==> config.mk <==
export PLATFORM = sky130hd
export DESIGN_NAME = ddc_nco_preset_sync_control
export DESIGN_NICKNAME = d
export VERILOG_FILES = /design/src/rtl/ddc_nco_pkg.sv /design/src/rtl/ddc_nco_preset_sync_control.sv
export SDC_FILE = /design/constraint.sdc
export NUM_CORES = 1
export LEC_CHECK = 0
export BUFFER_PORTS_ARGS = -buffer_cell sky130_fd_sc_hd__buf_2
export CAP_MARGIN = 20
export CORE_AREA = 5 5 250 252
export CTS_CLUSTER_SIZE = 24
export DETAILED_ROUTE_END_ITERATION = 8
export DIE_AREA = 0 0 255 257
export SLEW_MARGIN = 10
export SYNTH_ARGS = -nofsm -noshare
export SYNTH_HDL_FRONTEND = slang
export SYNTH_SLANG_ARGS = --single-unit
==> constraint.sdc <==
create_clock -name pclk -period 3.9 [get_ports pclk]
set_clock_uncertainty 0.15 [all_clocks]
set_input_delay 0 -clock pclk [delete_from_list [all_inputs] [get_ports pclk]]
set_output_delay 0 -clock pclk [all_outputs]
set_load 0.03 [all_outputs]
==> src/rtl/ddc_nco_pkg.sv <==
// constants and carrier types for the oscillator preset and sync control block
package ddc_nco_pkg;
  // register word indices; byte address is four times the index
  localparam logic [11:0] idx_preset_mode = 12'h214;
  localparam logic [11:0] idx_preset_select = 12'h215;
  localparam logic [11:0] idx_binding = 12'h216;
  localparam logic [11:0] idx_divisor = 12'h217;
  localparam logic [11:0] idx_sync = 12'h219;
  localparam logic [11:0] idx_link_ctrl = 12'h220;
  localparam logic [11:0] idx_status = 12'h221;
  localparam int addr_w = 14;

  // field positions
  localparam int bind_a_pos = 0;
  localparam int bind_b_pos = 1;
  localparam int sync_arm_pos = 0;
  localparam int sync_ila_pos = 1;
  localparam int choice_a_lsb = 0;
  localparam int choice_b_lsb = 2;
  localparam int link_en_pos = 0;
  localparam int cal_en_pos = 1;
  localparam int pd_a_pos = 2;
  localparam int pd_b_pos = 3;

  // reset values
  localparam logic [7:0] rst_binding = 8'h02;
  localparam logic [15:0] rst_divisor = 16'h0000;
  localparam logic [7:0] rst_sync = 8'h02;
  localparam logic [7:0] rst_preset_select = 8'h00;
  localparam logic [7:0] rst_preset_mode = 8'h00;
  localparam logic [7:0] rst_link_ctrl = 8'h00;

  localparam int presets = 4;
  localparam int freq_w = 32;
  localparam int phase_w = 16;

  typedef enum logic [1:0] {
    arm_idle = 2'b00,
    arm_primed = 2'b01,
    arm_armed = 2'b10,
    arm_done = 2'b11
  } arm_state_t;

  typedef struct packed {
    logic [freq_w-1:0] freq;
    logic [freq_w-1:0] phase;
    logic [15:0] divisor;
  } nco_setting_t;

  typedef struct packed {
    logic pd_dig_a;
    logic pd_dig_b;
    logic src_b_for_a;
    logic src_b_for_b;
  } channel_route_t;
endpackage : ddc_nco_pkg

==> src/rtl/ddc_nco_preset_sync_control.sv <==
// apb register bank steering oscillator presets, channel binding and phase sync
// Summary of operation
// - register field picks preset for converter b
// - register field picks preset for converter a
// - bit one routes channel b source
// - bit zero routes channel a source
// - digital channel follows bound source powerdown
// - one shared divisor for all presets
// - divisor removes residual frequency error
// - alignment edge initialises phase when enabled
// - arm zero then one, next sysref syncs
// - later sysref edges ignored until rearmed
// - mode zero uses registers, one uses pins, two uses pin a for both, three forces preset zero
// - phase word left aligned into accumulator
module ddc_nco_preset_sync_control #(
  parameter int freq_width = ddc_nco_pkg::freq_w,
  parameter int phase_width = ddc_nco_pkg::phase_w
) (
  input wire logic pclk,
  input wire logic presetn,
  input wire logic psel,
  input wire logic penable,
  input wire logic pwrite,
  input wire logic [ddc_nco_pkg::addr_w-1:0] paddr,
  input wire logic [31:0] pwdata,
  input wire logic [3:0] pstrb,
  output logic [31:0] prdata,
  output logic pready,
  output logic pslverr,
  input wire logic [1:0] preset_pins_a,
  input wire logic [1:0] preset_pins_b,
  input wire logic [ddc_nco_pkg::presets*freq_width-1:0] frequency_word_a,
  input wire logic [ddc_nco_pkg::presets*freq_width-1:0] frequency_word_b,
  input wire logic [ddc_nco_pkg::presets*phase_width-1:0] phase_word_a,
  input wire logic [ddc_nco_pkg::presets*phase_width-1:0] phase_word_b,
  input wire logic sysref,
  input wire logic ila_lmfc_edge,
  output ddc_nco_pkg::nco_setting_t nco_a,
  output ddc_nco_pkg::nco_setting_t nco_b,
  output ddc_nco_pkg::channel_route_t route,
  output logic [1:0] active_preset_a,
  output logic [1:0] active_preset_b,
  output logic phase_init,
  output logic serial_link_enable,
  output logic cal_enable
);
  import ddc_nco_pkg::*;

  logic [7:0] preset_source_mode_q;
  logic [7:0] oscillator_preset_select_q;
  logic [7:0] channel_binding_select_q;
  logic [15:0] rational_oscillator_divisor_q;
  logic [7:0] oscillator_phase_sync_control_q;
  logic [7:0] link_ctrl_q;
  logic sysref_q;
  arm_state_t arm_q;
  arm_state_t arm_d;
  logic phase_init_q;
  logic sync_event_seen_q;
  logic [1:0] sel_a;
  logic [1:0] sel_b;
  logic [11:0] word_idx;
  logic wr_en;
  logic rd_en;
  logic hit;
  logic sysref_rise;
  logic arm_write;
  logic refused;
  logic [31:0] status_word;

  function automatic logic [7:0] merge8(input logic [7:0] old, input logic [31:0] d, input logic [3:0] s);
    merge8 = s[0] ? d[7:0] : old;
  endfunction : merge8

  function automatic logic [31:0] left_align(input logic [15:0] p);
    left_align = {p, 16'h0000};
  endfunction : left_align

  function automatic logic [freq_width-1:0] pick_freq(input logic [presets*freq_width-1:0] bank,
    input logic [1:0] sel);
    pick_freq = bank[sel*freq_width +: freq_width];
  endfunction : pick_freq

  function automatic logic [phase_width-1:0] pick_phase(input logic [presets*phase_width-1:0] bank,
    input logic [1:0] sel);
    pick_phase = bank[sel*phase_width +: phase_width];
  endfunction : pick_phase

  // powerdown of the converter channel a digital channel is bound to
  function automatic logic bound_pd(input logic src_is_b, input logic [7:0] ctrl);
    bound_pd = src_is_b ? ctrl[pd_b_pos] : ctrl[pd_a_pos];
  endfunction : bound_pd

  assign word_idx = paddr[13:2];
  assign hit = (word_idx == idx_preset_mode) || (word_idx == idx_preset_select) || (word_idx == idx_binding)
    || (word_idx == idx_divisor) || (word_idx == idx_sync) || (word_idx == idx_link_ctrl)
    || (word_idx == idx_status);
  assign pready = 1'b1;
  assign refused = !hit || (paddr[1:0] != 2'b00);
  assign pslverr = psel && penable && refused;
  assign wr_en = psel && penable && pwrite && !pslverr;
  // read data captured in setup so it stands at the access edge
  assign rd_en = psel && !penable && !pwrite;
  assign arm_write = wr_en && (word_idx == idx_sync) && pstrb[0];
  // sticky seen, powerdowns, armed flag, presets, arm state
  assign status_word = {20'h00000, sync_event_seen_q, route.pd_dig_b, route.pd_dig_a, arm_q == arm_armed,
    active_preset_b, active_preset_a, 2'b00, arm_q};

  always_ff @(posedge pclk or negedge presetn) begin
    if (!presetn) begin
      preset_source_mode_q <= rst_preset_mode;
    end else if (wr_en && word_idx == idx_preset_mode) begin
      preset_source_mode_q <= merge8(preset_source_mode_q, pwdata, pstrb);
    end
  end

  always_ff @(posedge pclk or negedge presetn) begin
    if (!presetn) begin
      oscillator_preset_select_q <= rst_preset_select;
    end else if (wr_en && word_idx == idx_preset_select) begin
      oscillator_preset_select_q <= merge8(oscillator_preset_select_q, pwdata, pstrb);
    end
  end

  always_ff @(posedge pclk or negedge presetn) begin
    if (!presetn) begin
      channel_binding_select_q <= rst_binding;
    end else if (wr_en && word_idx == idx_binding) begin
      channel_binding_select_q <= merge8(channel_binding_select_q, pwdata, pstrb);
    end
  end

  always_ff @(posedge pclk or negedge presetn) begin
    if (!presetn) begin
      rational_oscillator_divisor_q <= rst_divisor;
    end else if (wr_en && word_idx == idx_divisor) begin
      if (pstrb[0]) begin
        rational_oscillator_divisor_q[7:0] <= pwdata[7:0];
      end
      if (pstrb[1]) begin
        rational_oscillator_divisor_q[15:8] <= pwdata[15:8];
      end
    end
  end

  always_ff @(posedge pclk or negedge presetn) begin
    if (!presetn) begin
      oscillator_phase_sync_control_q <= rst_sync;
    end else if (arm_write) begin
      oscillator_phase_sync_control_q <= pwdata[7:0];
    end
  end

  always_ff @(posedge pclk or negedge presetn) begin
    if (!presetn) begin
      link_ctrl_q <= rst_link_ctrl;
    end else if (wr_en && word_idx == idx_link_ctrl) begin
      link_ctrl_q <= merge8(link_ctrl_q, pwdata, pstrb);
    end
  end

  always_ff @(posedge pclk or negedge presetn) begin
    if (!presetn) begin
      prdata <= 32'h00000000;
    end else if (rd_en && refused) begin
      prdata <= 32'h00000000;
    end else if (rd_en) begin
      unique case (word_idx)
        idx_preset_mode: prdata <= {24'h000000, preset_source_mode_q};
        idx_preset_select: prdata <= {24'h000000, oscillator_preset_select_q};
        idx_binding: prdata <= {24'h000000, channel_binding_select_q};
        idx_divisor: prdata <= {16'h0000, rational_oscillator_divisor_q};
        idx_sync: prdata <= {24'h000000, oscillator_phase_sync_control_q};
        idx_link_ctrl: prdata <= {24'h000000, link_ctrl_q};
        idx_status: prdata <= status_word;
        default: prdata <= 32'h00000000;
      endcase
    end
  end

  // register fields, pins or preset zero by mode
  always_comb begin
    sel_a = oscillator_preset_select_q[choice_a_lsb +: 2];
    sel_b = oscillator_preset_select_q[choice_b_lsb +: 2];
    unique case (preset_source_mode_q[1:0])
      2'b00: begin
        sel_a = oscillator_preset_select_q[choice_a_lsb +: 2];
        sel_b = oscillator_preset_select_q[choice_b_lsb +: 2];
      end
      2'b01: begin
        sel_a = preset_pins_a;
        sel_b = preset_pins_b;
      end
      2'b10: begin
        sel_a = preset_pins_a;
        sel_b = preset_pins_a;
      end
      default: begin
        sel_a = 2'b00;
        sel_b = 2'b00;
      end
    endcase
  end

  always_ff @(posedge pclk or negedge presetn) begin
    if (!presetn) begin
      active_preset_a <= 2'b00;
      active_preset_b <= 2'b00;
      nco_a <= '0;
      nco_b <= '0;
    end else begin
      active_preset_a <= sel_a;
      active_preset_b <= sel_b;
      nco_a.freq <= pick_freq(frequency_word_a, sel_a);
      nco_b.freq <= pick_freq(frequency_word_b, sel_b);
      nco_a.phase <= left_align(pick_phase(phase_word_a, sel_a));
      nco_b.phase <= left_align(pick_phase(phase_word_b, sel_b));
      nco_a.divisor <= rational_oscillator_divisor_q;
      nco_b.divisor <= rational_oscillator_divisor_q;
    end
  end

  always_ff @(posedge pclk or negedge presetn) begin
    if (!presetn) begin
      route <= '0;
    end else begin
      route.src_b_for_a <= channel_binding_select_q[bind_a_pos];
      route.src_b_for_b <= channel_binding_select_q[bind_b_pos];
      route.pd_dig_a <= bound_pd(channel_binding_select_q[bind_a_pos], link_ctrl_q);
      route.pd_dig_b <= bound_pd(channel_binding_select_q[bind_b_pos], link_ctrl_q);
    end
  end

  assign serial_link_enable = link_ctrl_q[link_en_pos];
  assign cal_enable = link_ctrl_q[cal_en_pos];

  always_ff @(posedge pclk or negedge presetn) begin
    if (!presetn) begin
      sysref_q <= 1'b0;
    end else begin
      sysref_q <= sysref;
    end
  end
  assign sysref_rise = sysref && !sysref_q;

  always_comb begin
    arm_d = arm_q;
    if (arm_write && !pwdata[sync_arm_pos]) begin
      arm_d = arm_primed;
    end else if (arm_write && pwdata[sync_arm_pos]) begin
      arm_d = (arm_q == arm_primed) ? arm_armed : arm_q;
    end else if (arm_q == arm_armed && sysref_rise) begin
      arm_d = arm_done;
    end
  end

  always_ff @(posedge pclk or negedge presetn) begin
    if (!presetn) begin
      arm_q <= arm_idle;
    end else begin
      arm_q <= arm_d;
    end
  end

  always_ff @(posedge pclk or negedge presetn) begin
    if (!presetn) begin
      phase_init_q <= 1'b0;
    end else begin
      phase_init_q <= (oscillator_phase_sync_control_q[sync_ila_pos] && ila_lmfc_edge)
        || (arm_q == arm_armed && sysref_rise);
    end
  end
  assign phase_init = phase_init_q;

  // sticky seen flag, write to status clears, new event wins
  always_ff @(posedge pclk or negedge presetn) begin
    if (!presetn) begin
      sync_event_seen_q <= 1'b0;
    end else if (phase_init_q) begin
      sync_event_seen_q <= 1'b1;
    end else if (wr_en && word_idx == idx_status) begin
      sync_event_seen_q <= 1'b0;
    end
  end
endmodule : ddc_nco_preset_sync_control

==> impl_metrics.py, run 1 <==
metrics = {
    "power": {
        "p_per_area_nw_per_um2": 288.0,
        "ir_drop_uv": 338.0,
        "leakage_nw": 7.941,
    },
    "logic_synthesis": {
        "synth-edff-count": 0,
        "syn_inst": 1020,
        "synth_flop_cell": "dfrtp_1",
        "synth_cell_types": 57,
        "async_reset_ff_frac": 1.000,
        "syn_avg_cell_area_um2": 9.816,
        "ys_seq_area_frac": 0.4926,
        "ys_ff_latch": 197,
        "synth_warnings": 0,
        "syn_area_um2": 10010,
    },
    "cts": {
        "htreeDepth": 4,
        "cts.clk_slew.worst_paths_ps": 80,
        "post_cts_buffers": 0,
        "cts_tree": "done",
        "root_buffer": "clkbuf_16",
        "cts.path.max_buffers": 2,
        "post_cts_resized": 0,
        "cts_hold_buf": 240,
        "cts_sinks": 197,
        "cts_buffers": 17,
        "worstSkewPairLatency_ps": 480,
    },
    "global_route": {
        "antenna_found_initial": 10,
        "grt_max_degree": 96,
        "grt_usage": 0.1299,
        "grt_pass1_vias": 11320,
        "overflow": 0,
        "grt_pass1_wl_um": 65650,
    },
    "die": {
        "start_util": 0.1671,
        "io_pins": 650,
        "die-area_um2": 65540,
        "coreArea_um2": 59910,
        "die_h_um": 257,
        "num_rows": 90,
        "die_w_um": 255,
    },
    "routing": {
        "routedWlPerCell_um": 17.39,
        "dr.pass1.iters": 5,
        "num_vias": 10970,
        "drt_iter0_drc": 625,
        "viasPerCell": 4.248,
        "ant_nets": 0,
        "route.detailed.drc": 0,
        "wl_um": 44890,
    },
    "setup_path": {
        "worstPathMaxFanout": 48,
        "slowest_stage": "dlygate4sd3_1",
        "r2r_slack_ps": 210,
        "crit_buf_inv": 4,
        "crit_chain": "inv_1 -> ha_1 -> a22oi_1 -> or3b_2 -> buf_4 -> o22ai_1 -> dlygate4sd3_1 -> a31oi_1 -> dlygate4sd3_1",
        "slowest_delay_ps": 580,
        "end_kind": "flop",
        "cp_common_cell": "dlygate4sd3_1",
        "arrival_ps": 3900,
        "crit_family": "buffers and inverters",
        "critPathRequiredTime_ps": 4110,
        "crit_type": "flop to flop",
        "critPathLaunchType": "flop",
    },
    "placed_design": {
        "hpwl_um": 32880,
        "io_buffers": 582,
        "place_ws_ps": 1107,
        "gp_congestion": 0.8850,
    },
    "job": {
        "timing.max_cap.violations": 0,
    },
    "worst_hold_path": {
        "hp-class": "primary input to flop",
    },
    "sta": {
        "tns_ps": 0,
        "worst_pin_slew_ps": 1068,
        "worst_slack_ps": 210.7,
        "final_max_slew_viol_count": 0,
        "grt_setup_unrepaired": "false",
        "setup_viol": 0,
        "period_share": 0.9460,
        "slew_headroom": 0.2815,
        "fmax_mhz": 271.1,
        "hold_viol": 0,
        "period_needed_ps": 3689,
    },
    "final_layout": {
        "final_util": 0.2755,
        "final_nets": 2229,
        "drive_gt1_frac": 0.3965,
        "final_cell_mix": "581 x buf_2, 239 x dlygate4sd3_1, 216 x nand2_1",
        "final_common_cell": "buf_2",
        "area_delta_synth_final_pct": 64.83,
    },
    "status": {
        "status": "complete, no violations",
    },
}
[cell families (layout without fill, tap and decap cells)]
group	count (synthesis)	count (layout)	share of synthesized area
AND/OR/NAND/NOR	290	290	0.1317
other	2	56	0.0007501
AO/OA/AOI/OAI	294	294	0.2017
buffers and inverters	156	882	0.08398
adder cells (fa/ha/maj)	4	4	0.004999
multiplexers	77	77	0.08423
flip-flops	197	197	0.4926
[state kept, by name, summed over array words and instances, names as in the netlist]
signal / flops
oscillator_preset_select_q: 8
sync_event_seen_q: 1
channel_binding_select_q: 8
arm_q: 2
sysref_q: 1
oscillator_phase_sync_control_q: 8
phase_init: 1
active_preset_a: 2
nco_b: 64
prdata: 16
route: 4
active_preset_b: 2
preset_source_mode_q: 8
link_ctrl_q: 8
rational_oscillator_divisor_q: 16
nco_a: 48
[power breakdown]
part | internal [mW] | switching [mW] | total [mW]
clock network | 0.862 | 0.929 | 1.79
registers | 2.09 | 0.0178 | 2.11
logic | 0.411 | 0.440 | 0.851
total | 3.37 | 1.39 | 4.75
[worst register-to-register path, cell delays in order (launching register included)]
cell	delay (ps)
dfrtp_1	440
inv_1	90
ha_1	320
a22oi_1	340
or3b_2	480
buf_4	310
o22ai_1	260
dlygate4sd3_1	580
a31oi_1	40
dlygate4sd3_1	570
[layout make-up]
cell class / instances / area [µm²]
diodes: 7 / 17.52
clock buffers: 18 / 439.2
clock inverters: 14 / 138.9
fillers: 6340 / 43400
inverters: 8 / 30.03
multi-input cells: 714 / 4437
flip-flops and latches: 197 / 4932
well taps: 782 / 978.4
repair buffers: 842 / 5530
[path summary, 6_finish.rpt]
kind                                                   start                           endpoint  depth (start not counted)
max                                  preset_source_mode_q[0]                          nco_a[48]                          9
min in group asynchronous                            presetn        channel_binding_select_q[1]                          3
min reg2reg                rational_oscillator_divisor_q[14]                          nco_b[14]                          0
max in group asynchronous                            presetn                          nco_b[74]                          4
max reg2reg                          preset_source_mode_q[0]                          nco_a[48]                          9
min                                                 pstrb[1]  rational_oscillator_divisor_q[14]                          3
[metal layers]
| layer | up-vias | track usage | wire length, µm |
|---|---|---|---|
| met2 | 532 | 0.2165 | 22160 |
| li1 | 5132 | - | - |
| met1 | 5208 | 0.1534 | 17910 |
| met5 | - | 0 | 56 |
| met3 | 88 | 0.03878 | 3365 |
| met4 | 8 | 0.06009 | 1406 |
[per-stage QoR]
step / hold slack [ps] / instances / power (mW) / area [µm²]
5_1_grt: 18.35 / 2580 / 4.984 / 16500
3_3_place_gp: -115.2 / 2303 / 2.804 / 13490
3_5_place_dp: -115.6 / 2303 / 2.809 / 13490
4_1_cts: 6.444 / 2575 / 4.846 / 16490
2_1_floorplan: -445.6 / 1067 / 2.475 / 10190
6_report: 64.13 / 2582 / 4.753 / 16500
[cells in the mapped netlist, drive strengths merged (5+ instances only)]
cell type	n	share of area
nand2	217	0.081
dfrtp	195	0.49
a31oi	95	0.059
buf	82	0.056
clkbuf	66	0.025
mux2	58	0.065
o22ai	48	0.030
a211oi	47	0.035
o21a	47	0.035
mux2i	19	0.019
o21ai	18	0.0090
nor3	13	0.0086
a22oi	10	0.0075
inv	8	0.0030
nor2	8	0.0030
nand2b	7	0.0044
a221oi	5	0.0044
a22o	5	0.0044
nand3b	5	0.0037
(Power assumes the default switching activity.)
==> run 2: changes to the inputs <==
- ABC_AREA: not set -> 1
- CORE_AREA: 5 5 250 252 -> 5 5 251 253
- DIE_AREA: 0 0 255 257 -> 0 0 256 258
==> run 2 against run 1 <==
Against the previous run:
- the run now ends with negative hold slack left
- first-iteration DRC count increased by 22%
- critical path type unchanged
- synthesized cell count increased by 20%
- routed wire length increased by 0.78%
- register-to-register slack improved by 310 ps
- sequential share of layout area decreased by 0.24 points
- clock-buffer cell count decreased by 1
- largest power group unchanged
- critical path depth increased by 1
- combinational power decreased by 5.1%
- total power increased by 2.6%
- via count increased by 7.0%
- clock power increased by 9%
==> impl_metrics.py, run 2 <==
metrics = {
    "setup_path": {
        "critPathRequiredTime_ps": 4180,
        "arrival_ps": 3660,
        "reg2reg_depth": 10,
        "r2r-end": "nco_b[77]",
        "reg2reg_from": "preset_source_mode_q[0]",
        "critPathLaunchType": "flop",
        "r2r_slack_ps": 530,
        "end_kind": "flop",
        "crit_type": "flop to flop",
        "worstPathMaxFanout": 48,
        "cp-startpoint": "preset_source_mode_q[0]",
    },
    "sta": {
        "period_share": 0.8654,
        "fmax_mhz": 296.3,
        "slew_headroom": 0.3456,
        "final_max_slew_viol_count": 0,
        "hold_ws_ps": -6.392,
        "period_needed_ps": 3375,
        "hold_viol": 1,
        "setup_viol": 0,
        "grt_setup_unrepaired": "false",
        "worst_pin_slew_ps": 981.6,
        "tns_ps": 0,
    },
    "final_layout": {
        "multiInputGateArea_um2": 4205,
        "final_nets": 2443,
        "largest_register_ffs": 64,
        "top_register": "nco_b",
        "register_area_um2": 4932,
        "reg_top3": "nco_b x64, nco_a x48",
        "fill_cells": 6591,
        "final_cell_mix": "581 x buf_2, 248 x dlygate4sd3_1, 211 x nor2_1",
        "final_area_um2": 16640,
        "final_common_cell": "buf_2",
        "area_delta_synth_final_pct": 65.05,
        "drive_gt1_frac": 0.3423,
    },
    "cts": {
        "htreeDepth": 4,
        "root_buffer": "clkbuf_16",
        "cts_buffers": 17,
        "post_cts_resized": 0,
        "worstSkewPairLatency_ps": 490,
        "cts.clk_slew.worst_paths_ps": 90,
        "post_cts_buffers": 0,
        "cts.path.max_buffers": 2,
        "cts_sinks": 197,
        "cts_tree": "done",
    },
    "power": {
        "switching_power_mw": 1.494,
        "seqPwrFrac": 0.433,
        "p_clk_frac": 0.401,
        "p_per_area_nw_per_um2": 293.1,
        "leakage_nw": 8.278,
        "ir_drop_uv": 328.5,
        "netSwitchingFraction": 0.3064,
        "internal_power_mw": 3.382,
        "combPwrFrac": 0.166,
    },
    "routing": {
        "viasPerCell": 4.191,
        "route.detailed.drc": 0,
        "wl_um": 45240,
        "drt_iter0_drc": 765,
        "routedWlPerCell_um": 16.15,
        "num_vias": 11740,
        "dr.pass1.iters": 5,
        "ant_nets": 0,
    },
    "die": {
        "num_rows": 91,
        "die_h_um": 258,
        "coreArea_um2": 60800,
        "die-area_um2": 66050,
        "io_pins": 650,
        "start_util": 0.1658,
        "die_w_um": 256,
    },
    "logic_synthesis": {
        "synthTopCellsByArea": "dfrtp_1 48%, o21ai_0 10%, nor2_1 7.9%",
        "syn_area_um2": 10080,
        "synth-edff-count": 0,
        "synth_common_cells": "211 x nor2_1, 208 x o21ai_0, 195 x dfrtp_1, 127 x nand2_1, 105 x o22ai_1",
        "synth_flop_cell": "dfrtp_1",
        "synth_warnings": 0,
        "synth_most_common_cell": "nor2_1",
        "yosysTopAreaCell": "dfrtp_1",
        "synth_cell_types": 37,
        "syn_inst": 1220,
        "ys_ff_latch": 197,
        "synth_top_area_share": 0.4841,
        "syn_avg_cell_area_um2": 8.262,
        "async_reset_ff_frac": 1.000,
        "ys_seq_area_frac": 0.4893,
    },
    "global_route": {
        "overflow": 0,
        "grt_pass1_wl_um": 66960,
        "antenna_found_initial": 5,
        "grt_usage": 0.1302,
        "grt_max_degree": 104,
        "grt_pass1_vias": 11530,
    },
    "status": {
        "violations": "negative hold slack",
        "status": "complete, but fails checks",
    },
    "placed_design": {
        "gp_congestion": 0.8517,
        "io_buffers": 582,
        "hpwl_um": 32750,
        "placed_area_um2": 13490,
    },
    "worst_hold_path": {
        "hp-class": "primary input to asynchronous set/reset pin",
    },
    "job": {
        "timing.max_cap.violations": 0,
    },
}
==> run 2: changes by cell type after synthesis, moves of 31 or more <==
cell | before | now
a211oi_1 | 47 | 0
a31oi_1 | 95 | 0
inv_1 | 8 | 76
mux2_2 | 58 | 0
nand2_1 | 217 | 127
nand3_1 | 4 | 35
nor2_1 | 8 | 211
o21a_1 | 47 | 1
o21ai_0 | 17 | 208
o21ai_1 | 1 | 33
o22ai_1 | 48 | 105
==> run 2: logic make-up (layout without fill, tap and decap cells) <==
family | Yosys count | count (layout) | synth area share
AO/OA/AOI/OAI | 385 | 385 | 0.2154
flip-flops | 197 | 197 | 0.4893
adder cells (fa/ha/maj) | 4 | 4 | 0.004965
AND/OR/NAND/NOR | 412 | 412 | 0.1774
buffers and inverters | 220 | 960 | 0.1122
other | 2 | 53 | 0.0007451
==> run 2: layout make-up <==
class	count	share of cell area
timing repair buffer	844	0.3327
multi-input combinational	850	0.2528
antenna	4	0.0006017
tap	790	0.05942
clock inverter	15	0.01346
clock buffer	17	0.02557
sequential	197	0.2965
inverter	84	0.01895
==> run 2: power by group through the flow <==
stage,Clock [mW],Sequential (mW),Combinational (mW)
2_1_floorplan,0,2.26,0.194
3_3_place_gp,0,2.15,0.624
3_5_place_dp,0,2.15,0.624
4_1_cts,2.05,2.11,0.800
5_1_grt,2.13,2.12,0.867
6_report,1.96,2.11,0.808
==> run 2: worst max-delay path by stage <==
stage	end	slack (ps)	depth (start not counted)
6_report	nco_b[77]	530	10
5_1_grt	nco_b[77]	360	10
4_1_cts	arm_q[0]	50	18
3_5_place_dp	nco_b[75]	1190	9
3_3_place_gp	nco_b[76]	1240	9
2_1_floorplan	nco_a[65]	1800	10
==> run 2: stage by stage <==
step / worst slack (ps) / util / instances / power, mW
floorplan: 1797 / - / 1267 / 2.451
global placement: 1244 / 0.2219 / 2517 / 2.774
detailed placement: 1194 / 0.2219 / 2517 / 2.774
CTS: 45.68 / 0.2736 / 2798 / 4.960
global route: 364.0 / 0.2735 / 2799 / 5.115
finish: 525.1 / 0.2736 / 2801 / 4.877
==> run 2: routing by layer <==
layer  up-vias  GRT usage  wire length (µm)
li1       5560          -                 -
met1      5471     0.1502             17260
met2       610     0.2179             22050
met3        96    0.05025              4316
met4         2    0.05322              1597
met5         -          0                12
==> run 2: repair_timing <==
action,in CTS,in global routing
hold buffers,249,0
setup endpoints to repair,0,1
hold endpoints to repair,273,0
==> run 2: worst max-delay path: stages (launching register included) <==
cell and delay (ps):
dfrtp_1 450, inv_1 90, ha_1 210, inv_2 80, o221ai_1 120, dlygate4sd3_1 600, nand2_2 80, buf_4 410
o21ai_0 300, o22ai_1 220, dlygate4sd3_1 560
